[src/verilog/an_map.svh]
`ifndef AN_MAP_SVH
`define AN_MAP_SVH

// ==========================================================================
// Register numbers on the management port
`define AN_REG_CTRL 5'h00
`define AN_REG_STAT 5'h01
`define AN_REG_ADV 5'h04
`define AN_REG_LPA 5'h05
`define AN_REG_EXP 5'h06
`define AN_REG_DSTAT 5'h11

// ==========================================================================
// Field positions
`define AN_CTRL_RESTART 9
`define AN_CTRL_AN_EN 12
`define AN_STAT_AN_ABLE 3
`define AN_STAT_AN_DONE 5
`define AN_ABL_10HD 5
`define AN_ABL_10FD 6
`define AN_ABL_100HD 7
`define AN_ABL_100FD 8
`define AN_ABL_T4 9
`define AN_ABL_ACK 14
`define AN_EXP_LP_ABLE 0
`define AN_EXP_PD_FAULT 4
`define AN_DST_DONE 4
`define AN_DST_DUPLEX 14
`define AN_DST_RATE 15

// ==========================================================================
// Reset values and masks
`define AN_CTRL_RESET 1'h1
`define AN_ADV_RESET 16'h01e1
`define AN_ADV_WMASK 16'hfdff
`define AN_WORD_ZERO 16'h0000

// ==========================================================================
// Timing
`define AN_CLK_MHZ 10
`define AN_BURST_GAP_US 16000
`define AN_GAP_W 24
`define AN_PD_BURSTS 3'h3
`define AN_MISS_W 3

`endif

[src/verilog/an_pkg.sv]
// ==========================================================================
// Shared types
package an_pkg;

  // Technology chosen by resolution
  typedef enum logic [2:0] {
    TECH_NONE,
    TECH_100FD,
    TECH_100HD,
    TECH_10FD,
    TECH_10HD
  } an_tech_e;

  // Arbitration states
  typedef enum logic [2:0] {
    ST_IDLE,
    ST_SEND,
    ST_RESOLVE,
    ST_DONE,
    ST_NOMATCH
  } an_state_e;

  // Datapath enables toward the transceivers
  typedef struct packed {
    logic tx100;
    logic rx100;
    logic tx10;
    logic rx10;
    logic full_duplex;
  } an_dp_en_s;

  // Enables for one technology, all others off
  function automatic an_dp_en_s an_tech_en(input an_tech_e tech);
    an_dp_en_s en;
    en = '0;
    case (tech)
      TECH_100FD: en = '{1'b1, 1'b1, 1'b0, 1'b0, 1'b1};
      TECH_100HD: en = '{1'b1, 1'b1, 1'b0, 1'b0, 1'b0};
      TECH_10FD: en = '{1'b0, 1'b0, 1'b1, 1'b1, 1'b1};
      TECH_10HD: en = '{1'b0, 1'b0, 1'b1, 1'b1, 1'b0};
      default: en = '0;
    endcase
    return en;
  endfunction : an_tech_en

endpackage : an_pkg

[src/verilog/an_autoneg.sv]
`timescale 1ns/10ps
`default_nettype none
`include "an_map.svh"

// ==========================================================================
// Summary of operation
// - Negotiation runs only when locally enabled, whether or not the partner sends bursts.
// - Outgoing burst words are taken from the advertisement register.
// - While negotiating, bursts carrying the link control word are sent.
// - Partner words received in bursts are written to the partner register.
// - After exchange, the two registers are compared for a common technology.
// - Priority runs 100 full, 100 half, 10 full, 10 half.
// - The four-pair technology is never chosen or advertised.
// - Completion sets the status done bit and its detailed status mirror.
// - After completion the chosen technology's transmit and receive are on.
// - After completion every technology not chosen is switched off.
// - A legacy 10 Mb/s partner is detected and selected without management.
// - Parallel detection sets partner bit 5 or 7 for the sensed technology.
// - Several technologies sensed at once set the parallel fault flag.
// - Writing the restart bit restarts negotiation and the bit self-clears.
module an_autoneg
  import an_pkg::*;
#(
  parameter int BURST_GAP = `AN_BURST_GAP_US * `AN_CLK_MHZ // Burst spacing
) (
  input wire logic CLOCK,              // 10 MHz clock
  input wire logic RESET,              // Synchronous reset, high
  input wire logic CE,                 // Clock enable
  input wire logic [4:0] MGMT_REG,     // Register number
  input wire logic MGMT_WR,            // Write strobe
  input wire logic MGMT_RD,            // Read strobe
  input wire logic [15:0] MGMT_WDATA,  // Write data
  output logic [15:0] MGMT_RDATA,      // Read data
  output logic MGMT_RVALID,            // Read data valid
  output logic FLP_SEND,               // Send one burst
  output logic [15:0] FLP_WORD,        // Word for that burst
  input wire logic FLP_RX_VALID,       // Partner word received
  input wire logic [15:0] FLP_RX_WORD, // Partner word
  input wire logic NLP_SEEN,           // Normal link pulses sensed
  input wire logic IDLE100_SEEN,       // 100M idles sensed
  input wire logic LINK_FAIL,          // Link lost
  output var an_dp_en_s DP_EN          // Datapath enables
);

  an_state_e state;
  an_tech_e res_tech;
  an_tech_e tech_sel;
  logic an_enable;
  logic [15:0] adv;
  logic [15:0] lpa;
  logic lp_able;
  logic pd_fault;
  logic an_done;
  logic ack_want;
  logic ack_sent;
  logic [`AN_GAP_W-1:0] gap_cnt;
  logic [`AN_MISS_W-1:0] miss_cnt;
  logic restart_req;
  logic exch_done;
  logic pd_try;
  logic pd_hit;
  logic pd_fault_set;
  logic exp_read;

  // ========================================================================
  // Request decode
  assign restart_req = MGMT_WR && MGMT_REG == `AN_REG_CTRL &&
                       MGMT_WDATA[`AN_CTRL_RESTART];
  assign exp_read = MGMT_RD && MGMT_REG == `AN_REG_EXP;
  assign exch_done = state == ST_SEND && FLP_RX_VALID &&
                     FLP_RX_WORD[`AN_ABL_ACK] && ack_sent;
  assign pd_try = state == ST_SEND && !lp_able &&
                  miss_cnt >= `AN_PD_BURSTS;
  assign pd_hit = pd_try && (NLP_SEEN ^ IDLE100_SEEN);
  assign pd_fault_set = pd_try && NLP_SEEN && IDLE100_SEEN;

  // ========================================================================
  // Resolver on the two ability words
  an_resolve u_resolve (
    .local_abl(adv),
    .partner_abl(lpa),
    .tech(res_tech)
  );

  // Control register: enable bit
  always_ff @(posedge CLOCK) begin
    if (RESET) begin
      an_enable <= `AN_CTRL_RESET;
    end else if (CE && MGMT_WR && MGMT_REG == `AN_REG_CTRL) begin
      an_enable <= MGMT_WDATA[`AN_CTRL_AN_EN];
    end
  end

  // Advertisement register, four-pair bit held low
  always_ff @(posedge CLOCK) begin
    if (RESET) begin
      adv <= `AN_ADV_RESET;
    end else if (CE && MGMT_WR && MGMT_REG == `AN_REG_ADV) begin
      adv <= MGMT_WDATA & `AN_ADV_WMASK;
    end
  end

  // ========================================================================
  // Arbitration state machine
  always_ff @(posedge CLOCK) begin
    if (RESET) begin
      state <= ST_IDLE;
    end else if (CE) begin
      if (!an_enable || restart_req ||
          (state == ST_DONE && LINK_FAIL)) begin
        state <= ST_IDLE;
      end else begin
        case (state)
          ST_IDLE: state <= ST_SEND;
          ST_SEND: begin
            if (exch_done || pd_hit) begin
              state <= ST_RESOLVE;
            end
          end
          ST_RESOLVE: state <= (res_tech == TECH_NONE) ? ST_NOMATCH :
                                ST_DONE;
          ST_DONE, ST_NOMATCH: state <= state; // Held until restart or disable; done also leaves on link loss
          default: state <= ST_IDLE;
        endcase
      end
    end
  end

  // ========================================================================
  // Burst timer and missed-burst count
  always_ff @(posedge CLOCK) begin
    if (RESET) begin
      gap_cnt <= '0;
      miss_cnt <= '0;
    end else if (CE) begin
      if (state != ST_SEND) begin
        gap_cnt <= '0;
        miss_cnt <= '0;
      end else begin
        gap_cnt <= (gap_cnt == `AN_GAP_W'(BURST_GAP - 1)) ? '0 :
                   gap_cnt + 1'b1;
        if (gap_cnt == '0 && miss_cnt != '1) begin
          miss_cnt <= miss_cnt + 1'b1;
        end
      end
    end
  end

  // Outgoing burst strobe and link control word
  always_ff @(posedge CLOCK) begin
    if (RESET) begin
      FLP_SEND <= 1'b0;
      FLP_WORD <= `AN_WORD_ZERO;
    end else if (CE) begin
      FLP_SEND <= state == ST_SEND && gap_cnt == '0;
      FLP_WORD <= adv & `AN_ADV_WMASK;
      FLP_WORD[`AN_ABL_ACK] <= ack_want;
    end
  end

  // Acknowledge tracking
  always_ff @(posedge CLOCK) begin
    if (RESET) begin
      ack_want <= 1'b0;
      ack_sent <= 1'b0;
    end else if (CE) begin
      if (state == ST_IDLE) begin
        ack_want <= 1'b0;
        ack_sent <= 1'b0;
      end else begin
        if (state == ST_SEND && FLP_RX_VALID) begin
          ack_want <= 1'b1;
        end
        if (FLP_SEND && FLP_WORD[`AN_ABL_ACK]) begin
          ack_sent <= 1'b1;
        end
      end
    end
  end

  // ========================================================================
  // Partner ability register and partner-able flag
  always_ff @(posedge CLOCK) begin
    if (RESET) begin
      lpa <= `AN_WORD_ZERO;
      lp_able <= 1'b0;
    end else if (CE) begin
      if (state == ST_IDLE) begin
        lpa <= `AN_WORD_ZERO;
        lp_able <= 1'b0;
      end else if (state == ST_SEND && FLP_RX_VALID) begin
        lpa <= FLP_RX_WORD;
        lp_able <= 1'b1;
      end else if (pd_hit) begin
        lpa[NLP_SEEN ? `AN_ABL_10HD : `AN_ABL_100HD] <= 1'b1;
      end
    end
  end

  // Parallel fault flag, cleared by reading, set wins
  always_ff @(posedge CLOCK) begin
    if (RESET) begin
      pd_fault <= 1'b0;
    end else if (CE) begin
      if (pd_fault_set) begin
        pd_fault <= 1'b1;
      end else if (exp_read) begin
        pd_fault <= 1'b0;
      end
    end
  end

  // ========================================================================
  // Result, completion flag and datapath enables
  always_ff @(posedge CLOCK) begin
    if (RESET) begin
      tech_sel <= TECH_NONE;
      an_done <= 1'b0;
    end else if (CE) begin
      tech_sel <= (state == ST_RESOLVE) ? res_tech : tech_sel;
      an_done <= an_enable && !restart_req &&
                 ((state == ST_RESOLVE && res_tech != TECH_NONE) ||
                  (state == ST_DONE && !LINK_FAIL));
    end
  end

  // Only the chosen technology is powered
  always_ff @(posedge CLOCK) begin
    if (RESET) begin
      DP_EN <= '0;
    end else if (CE) begin
      DP_EN <= (state == ST_DONE) ? an_tech_en(tech_sel) :
               '0;
    end
  end

  // ========================================================================
  // Register read
  function automatic logic [15:0] reg_read(input logic [4:0] num);
    logic [15:0] d;
    d = `AN_WORD_ZERO;
    case (num)
      `AN_REG_CTRL: d[`AN_CTRL_AN_EN] = an_enable;
      `AN_REG_STAT: begin
        d[`AN_STAT_AN_ABLE] = 1'b1;
        d[`AN_STAT_AN_DONE] = an_done;
      end
      `AN_REG_ADV: d = adv;
      `AN_REG_LPA: d = lpa;
      `AN_REG_EXP: begin
        d[`AN_EXP_LP_ABLE] = lp_able;
        d[`AN_EXP_PD_FAULT] = pd_fault;
      end
      `AN_REG_DSTAT: begin
        d[`AN_DST_DONE] = an_done;
        d[`AN_DST_RATE] = an_done &&
                          (tech_sel == TECH_100FD || tech_sel == TECH_100HD);
        d[`AN_DST_DUPLEX] = an_done &&
                            (tech_sel == TECH_100FD || tech_sel == TECH_10FD);
      end
      default: d = `AN_WORD_ZERO;
    endcase
    return d;
  endfunction : reg_read

  // Read data one cycle after the strobe
  always_ff @(posedge CLOCK) begin
    if (RESET) begin
      MGMT_RDATA <= `AN_WORD_ZERO;
      MGMT_RVALID <= 1'b0;
    end else if (CE) begin
      MGMT_RVALID <= MGMT_RD;
      if (MGMT_RD) begin
        MGMT_RDATA <= reg_read(MGMT_REG);
      end
    end
  end
endmodule : an_autoneg

`default_nettype wire

[src/verilog/an_resolve.sv]
`timescale 1ns/10ps
`default_nettype none
`include "an_map.svh"

// ==========================================================================
// Highest-priority common technology
module an_resolve
  import an_pkg::*;
(
  input wire logic [15:0] local_abl,   // Own advertisement
  input wire logic [15:0] partner_abl, // Partner abilities
  output var an_tech_e tech            // Chosen technology
);

  logic [15:0] common;

  // Shared abilities
  assign common = local_abl & partner_abl;

  // Fixed priority walk, four-pair never chosen
  always_comb begin
    if (common[`AN_ABL_100FD]) begin
      tech = TECH_100FD;
    end else if (common[`AN_ABL_100HD]) begin
      tech = TECH_100HD;
    end else if (common[`AN_ABL_10FD]) begin
      tech = TECH_10FD;
    end else if (common[`AN_ABL_10HD]) begin
      tech = TECH_10HD;
    end else begin
      tech = TECH_NONE;
    end
  end

endmodule : an_resolve

`default_nettype wire
[config.mk]
export PLATFORM = sky130hd
export DESIGN_NAME = an_autoneg
export DESIGN_NICKNAME = d
export VERILOG_FILES = /design/src/verilog/an_pkg.sv /design/src/verilog/an_autoneg.sv /design/src/verilog/an_resolve.sv
export VERILOG_INCLUDE_DIRS = /design/src /design/src/verilog
export SDC_FILE = /design/constraint.sdc
export NUM_CORES = 1
export LEC_CHECK = 0
export BUFFER_PORTS_ARGS = -buffer_cell sky130_fd_sc_hd__buf_2
export CAP_MARGIN = 25
export CORE_MARGIN = 2
export CORE_UTILIZATION = 50
export CTS_CLUSTER_DIAMETER = 40
export CTS_CLUSTER_SIZE = 28
export DETAILED_ROUTE_END_ITERATION = 6
export PLACE_DENSITY = 0.79
export SLEW_MARGIN = 20
export SYNTH_ARGS = -nofsm -noshare
export SYNTH_HDL_FRONTEND = slang
export SYNTH_SLANG_ARGS = --single-unit
[constraint.sdc]
create_clock -name CLOCK -period 2.2 [get_ports CLOCK]
set_input_delay 0.33 -clock CLOCK [delete_from_list [all_inputs] [get_ports CLOCK]]
set_output_delay 0.33 -clock CLOCK [all_outputs]
set_load 0.02 [all_outputs]
Word-level counts from Yosys, hierarchy flattened
Index checks and enable logic that the tools add are counted.
{ "classes": {"n_addsub": 2, "order_cmp": 3, "n_eq_ne": 18, "n_mux": 35, "bitwise": 3, "reduce_logical": 54} }
{ "ops": {"columns": ["operator", "n"], "rows": [
  ["16-bit 2-to-1 mux", 3],
  ["24-bit 2-to-1 mux", 2],
  ["3-bit 2-to-1 mux", 9],
  ["1-bit logical AND", 25],
  ["24-bit by 1-bit adder with 24-bit output (second input constant)", 1],
  ["24-bit by 18-bit == test with 1-bit output (second input constant)", 1],
  ["24-bit zero test", 1],
  ["5-bit case mux with 4 select lines", 1],
  ["16-bit OR", 1],
  ["5-bit by 3-bit == test with 1-bit output (second input constant)", 3],
  ["2-bit AND reduction", 7],
  ["3-bit by 2-bit == test with 1-bit output (second input constant)", 4],
  ["1-bit case mux with 3 select lines", 4],
  ["3-bit case mux with 4 select lines", 1],
  ["6-bit case mux with 2 select lines", 1],
  ["9-bit AND", 1],
  ["2-bit nonzero test", 4],
  ["1-bit 2-to-1 mux", 7],
  ["3-bit by 1-bit == test with 1-bit output (second input constant)", 2],
  ["3-bit == test (second input constant)", 2],
  ["3-bit zero test", 2],
  ["1-bit logical OR", 6],
  ["3-bit by 1-bit inequality test with 1-bit output (second input constant)", 2],
  ["2-bit case mux with 3 select lines", 1],
  ["20 further kinds", 24]
]} }
{ "word_totals": {"ff_bits": 107, "inputBits": 46, "out_inout_bits": 39, "word_cells": 135} }

Depth between registers and ports, before layout
{ "depth": {"depth_word": 9, "mapped_depth": 8} }

By module
A second synthesis with hierarchy kept.
{ "unflattened": {"hier_cells": 591, "hier_area_um2": 5103.6} }
{ "modules_own_cells": {"columns": ["module", "n_inst", "cells_per_inst", "area_per_inst_um2", "seq_area_each_um2"], "rows": [
  ["an_autoneg", 1, 585, 5059.9, 2102.0],
  ["an_resolve", 1, 6, 43.8, 0.0]
]} }

Worst setup path after synthesis
OpenSTA, ideal clock, no wires.
{ "synth_timing": {"kind": "flip-flop to flip-flop", "startpoint": "register miss_cnt[0]", "endpoint": "register state[0]", "arrival_time_ns": 1.885, "required_time_ns": 2.077, "path_slack_ns": 0.192, "path_stages_with_launch": 8, "path_cell_list": "dfxtp_1 -> ha_1 -> ha_1 -> a211oi_1 -> or3_1 -> a311o_1 -> a21o_1 -> mux2_1"} }
{ "synth_via": {"elab_chain_len": 6} }
{ "synth_rtl": {"columns": ["item", "line", "rtl"], "rows": [
  ["start, declared", "an_autoneg.sv:57", "logic [`AN_MISS_W-1:0] miss_cnt;"],
  ["start signal, assigned", "an_autoneg.sv:143", "miss_cnt <= miss_cnt + 1'b1;"],
  ["3-bit by 2-bit greater-or-equal comparator with 1-bit output (no line)", null, null],
  ["1-bit logical AND (no line)", null, null],
  ["1-bit logical AND", "an_autoneg.sv:74", "assign pd_hit = pd_try && (NLP_SEEN ^ IDLE100_SEEN);"],
  ["1-bit logical OR", "an_autoneg.sv:116", "if (exch_done || pd_hit) begin"],
  ["3-bit by 1-bit inequality test with 1-bit output (no line)", null, null],
  ["3-bit AND reduction (no line)", null, null],
  ["end signal, assigned", "an_autoneg.sv:120", "ST_RESOLVE: state <= (res_tech == TECH_NONE) ? ST_NOMATCH :"],
  ["end signal, assigned", "an_autoneg.sv:122", "ST_DONE, ST_NOMATCH: state <= state;"],
  ["end, declared", "an_autoneg.sv:45", "an_state_e state;"]
]} }
No other way between the ends.
A chain may end at the register's enable or synchronous reset.

Worst setup path after layout
{ "layout_timing": {"startpoint": "register gap_cnt[8]", "endpoint": "register gap_cnt[12]"} }
{ "layout_via": {"elab_chain_len": 3} }
{ "layout_rtl": {"columns": ["item", "line", "rtl"], "rows": [
  ["start, declared", "an_autoneg.sv:56", "logic [`AN_GAP_W-1:0] gap_cnt;"],
  ["start signal, assigned", "an_autoneg.sv:140", "gap_cnt <= (gap_cnt == `AN_GAP_W'(BURST_GAP - 1)) ? '0 :"],
  ["24-bit by 1-bit adder with 24-bit output / 24-bit by 18-bit == test with 1-bit output (equally long branches)", "an_autoneg.sv:141, an_autoneg.sv:140", null],
  ["24-bit 2-to-1 mux *", "an_autoneg.sv:140", null],
  ["24-bit 2-to-1 mux *", "an_autoneg.sv:136", "if (state != ST_SEND) begin"]
]} }
Every way passes the cells marked *; elsewhere a longest branch is shown, timed or not.

==> summary.md <==
| Metric | Value |
|---|---|
| CTS buffer count | `9` |
| Routed WL | `11.9 mm` |
| Synth top cells by count | `105 x dfxtp_1, 77 x nand2_1, 66 x nor2_1` |
| P_leak | `~0.0022 µW` |
| Critical path's most frequent cell | `o21ai_1` |
| Root Buffer | `clkbuf_8` |
| Die Y | `around 100 µm` |
| CP Launch Type | `flop` |
| Post-synth EDFFs | `0` |
| Drc violations | `0` |
| Minimum clock period | `2.09 ns` |
| DRT antenna net count | `0` |
| DP Cell Count | `732` |
| Pin count of the biggest net entering global routing | `between 40 and 50` |
| Setup Fix Bufs, Post-CTS | `0` |
| Routed vias | `4329` |
| Final setup TNS | `0 ns` |
| Crit Path Class | `reg2reg` |
| Syn_area_per_cell | `8.36 µm²` |
| Final setup skew | `approximately 0.016 ns` |
| Hpwl dp | `8.42 mm` |
| Area Overhead vs Synth | `15.0%` |
| Share of cells above drive strength 1 | `around a fifth` |
| Synth warn | `0` |
| Initial Util | `51.1%` |
| Later-pin clock latency in the skew report | `0.39 ns` |
| R2R Path Start | `gap_cnt[8]` |
| Total global routing track utilization | `23.3%` |
| WP data required | `about 2.5 ns` |
| Fin. Hold Viols | `0` |
| Slew HR | `58.8%` |
| Flops & latches, synth | `approximately 110` |
| Final Non-Filler Cells | `between 700 and 800` |
| Worst slack, placed | `0.0294 ns` |
| Critical R2R Capture | `gap_cnt[12]` |
| Top-area cell type share of the netlist area | `44.7%` |
| Row cnt | `35` |
| Pwr dens | `678 nW/µm²` |
| H-tree Lvls | `3` |
| Design area | `5410 µm²` |
| GP Congestion | `0.869` |
| Synthesized net count | `~610` |
| Count leader, synth | `dfxtp_1` |
| WHS Path Cells | `3` |
| Post-synthesis cell count | `562` |
| Detailed Route Iter0 Violations | `382` |
| Clk slew on worst S/H paths | `0.12 ns` |
| Crit. End Element | `flop` |
| Post-synthesis sequential area ratio | `about 45%` |
| Post-synth top area cell | `dfxtp_1` |
| Mapped Area | `4700 µm²` |
| DR top layer | `met5` |
| Unrepaired setup endpoints after global routing | `no` |
| Gr ovfl total | `0` |
| Reg2reg setup slack | `0.11 ns` |
| Measured slew at the worst slew-check pin | `0.617 ns` |
| Max cap viols | `0` |
| Drt first pass iters | `6` |
| M1 WL | `5.42 mm` |
| Avg WL per Cell | `15.8 µm` |
| Vias in the first global route | `approximately 3700` |
| Synth cell types | `66` |
| Clock sinks | `between 100 and 150` |
| Worst min-delay path class | `in2reg` |
| Most used DFF post-synth | `dfxtp_1` |
| Die area | `10200 µm²` |
| N_diodes | `0` |
| Maximum vdd drop | `0.000400 V` |
| Crit path arrival time | `2.37 ns` |
| Status | `finished clean` |
| Critical-path cell list | `nor4_1 -> nand3_1 -> o41a_1 -> o21ai_1 -> buf_4 -> o21ai_1` |
| Worst Hold Endpoint | `adv[8]` |
| Slowest cell on crit path | `o41a_1` |
| Largest stage delay, worst path | `0.55 ns` |
| Clk buf depth | `2` |
| Final Cycle Share | `95.0%` |
| Fin Hold WS | `0.150 ns` |
| Final net count | `683` |
| Post-DP Area | `5190 µm²` |
| CP max FO | `20` |
| Worst reg2reg path depth | `6` |
| Detail Route met2 WL | `5.26 mm` |
| Final-report max-slew violation count | `0` |
| First-pass GRT wire length | `about 19 mm` |
| CTS tree | `built` |
| Met3 WL post-DR | `941 µm` |
| Synth area leaders | `dfxtp_1 45%, nand2_1 6.1%, nor2_1 5.3%, a21oi_1 4.7%, nand3_1 4.5%` |
| Fmax | `478 MHz` |
| Initial antenna violation count | `0` |
| Die W | `slightly above 100 µm` |
| Min-Delay Startpoint | `MGMT_WDATA[8]` |
| Vias per inst | `slightly below 6` |
| Final setup violation count | `0` |
| Worst setup margin | `around 0.11 ns` |
| Core Area | `9200 µm²` |
| IO Count | `85` |
| Share of flip-flops with an asynchronous set or reset | `0%` |
| PortBufs | `83` |
-- flip-flops by register name (all words and copies together), names as in the netlist, 3 cells and up --
name and cells:
DP_EN 3, FLP_WORD 15, MGMT_RDATA 16, adv 15, gap_cnt 24, lpa 16, miss_cnt 3, state 3
tech_sel 3
-- critical path, delay by kind of cell, from the launching register on --
kind	cells	cell delay [ns]
flops	1	0.36
buf+inv	1	0.26
compound gates	3	0.79
simple gates	2	0.57
-- area by class of cell --
| class | instances | area [µm²] |
|---|---|---|
| timing repair buffer | 98 | 528 |
| inverter | 10 | 37.5 |
| clock buffer | 9 | 124 |
| multi-input combinational | 408 | 2390 |
| fill | 800 | 3790 |
| sequential | 105 | 2100 |
| clock inverter | 7 | 82.6 |
| tap | 111 | 139 |
-- worst max path at each step --
stage | endpoint | cells past startpoint | start | slack, ns
global placement | state[0] | 7 | miss_cnt[0] | 0.13
detailed placement | state[0] | 7 | miss_cnt[0] | 0.03
CTS | state[0] | 7 | miss_cnt[0] | 0.01
finish | gap_cnt[12] | 6 | gap_cnt[8] | 0.11
global route | gap_cnt[3] | 6 | gap_cnt[20] | 0.02
floorplan | state[0] | 7 | miss_cnt[0] | 0.19
-- metrics by stage --
stage	util (%)	power, µW
floorplan	-	2320
global placement	56.5	2460
detailed placement	56.5	2470
CTS	58.7	3660
global route	58.8	3800
finish	58.8	3660
-- placed cells by master, fill, tap and decap left out, drive strengths merged, types with 2 or more instances in the layout --
master  count
or2         2
a32o        2
mux2i      17
nor4        6
a211oi      2
ha          5
buf        98
and3        7
clkbuf      9
clkinv      4
xor2       10
nor3       16
and4        3
o31ai       2
nor2b       4
a21oi      44
a221o       2
nand3b      4
or3         6
dfxtp     105
o21ai       7
inv        12
and2        6
nand2b      3
nor2       67
o211ai      2
xnor2      11
nor3b       4
nand4      12
or4b        3
nand3      42
a22oi       7
or4         2
nand2      77
a221oi      9
a31oi       4
a21o        3
-- timing repair --
item	CTS	global route
hold endpoints to repair	0	0
setup endpoints to repair	0	1
gates resized for setup	0	3
hold buffers	0	0
-- routing by layer --
metal | vias to the layer above | track usage [%]
li1 | 2116 | -
met1 | 2023 | 35.2
met2 | 171 | 33.1
met3 | 17 | 4.85
met4 | 2 | 7.59
met5 | - | 0
-- cell families (layout without fill, tap and decap cells) --
group	after synthesis	after routing	share of synthesized area [%]
other cells	1	1	0.0798
fa+ha+maj	5	5	1.33
mux	18	18	3.86
compound gates	97	97	13.6
buf+inv	49	124	4.50
flops	105	105	44.7
simple gates	266	266	28.0
xor+xnor	21	21	3.91
-- where the power goes --
part | switching, µW | total (µW) | internal (µW)
registers | 51.1 | 2000 | 1950
logic | 271 | 440 | 169
clock network | 767 | 1220 | 456
total | 1090 | 3660 | 2570
Power figures use the tool's default switching activity.
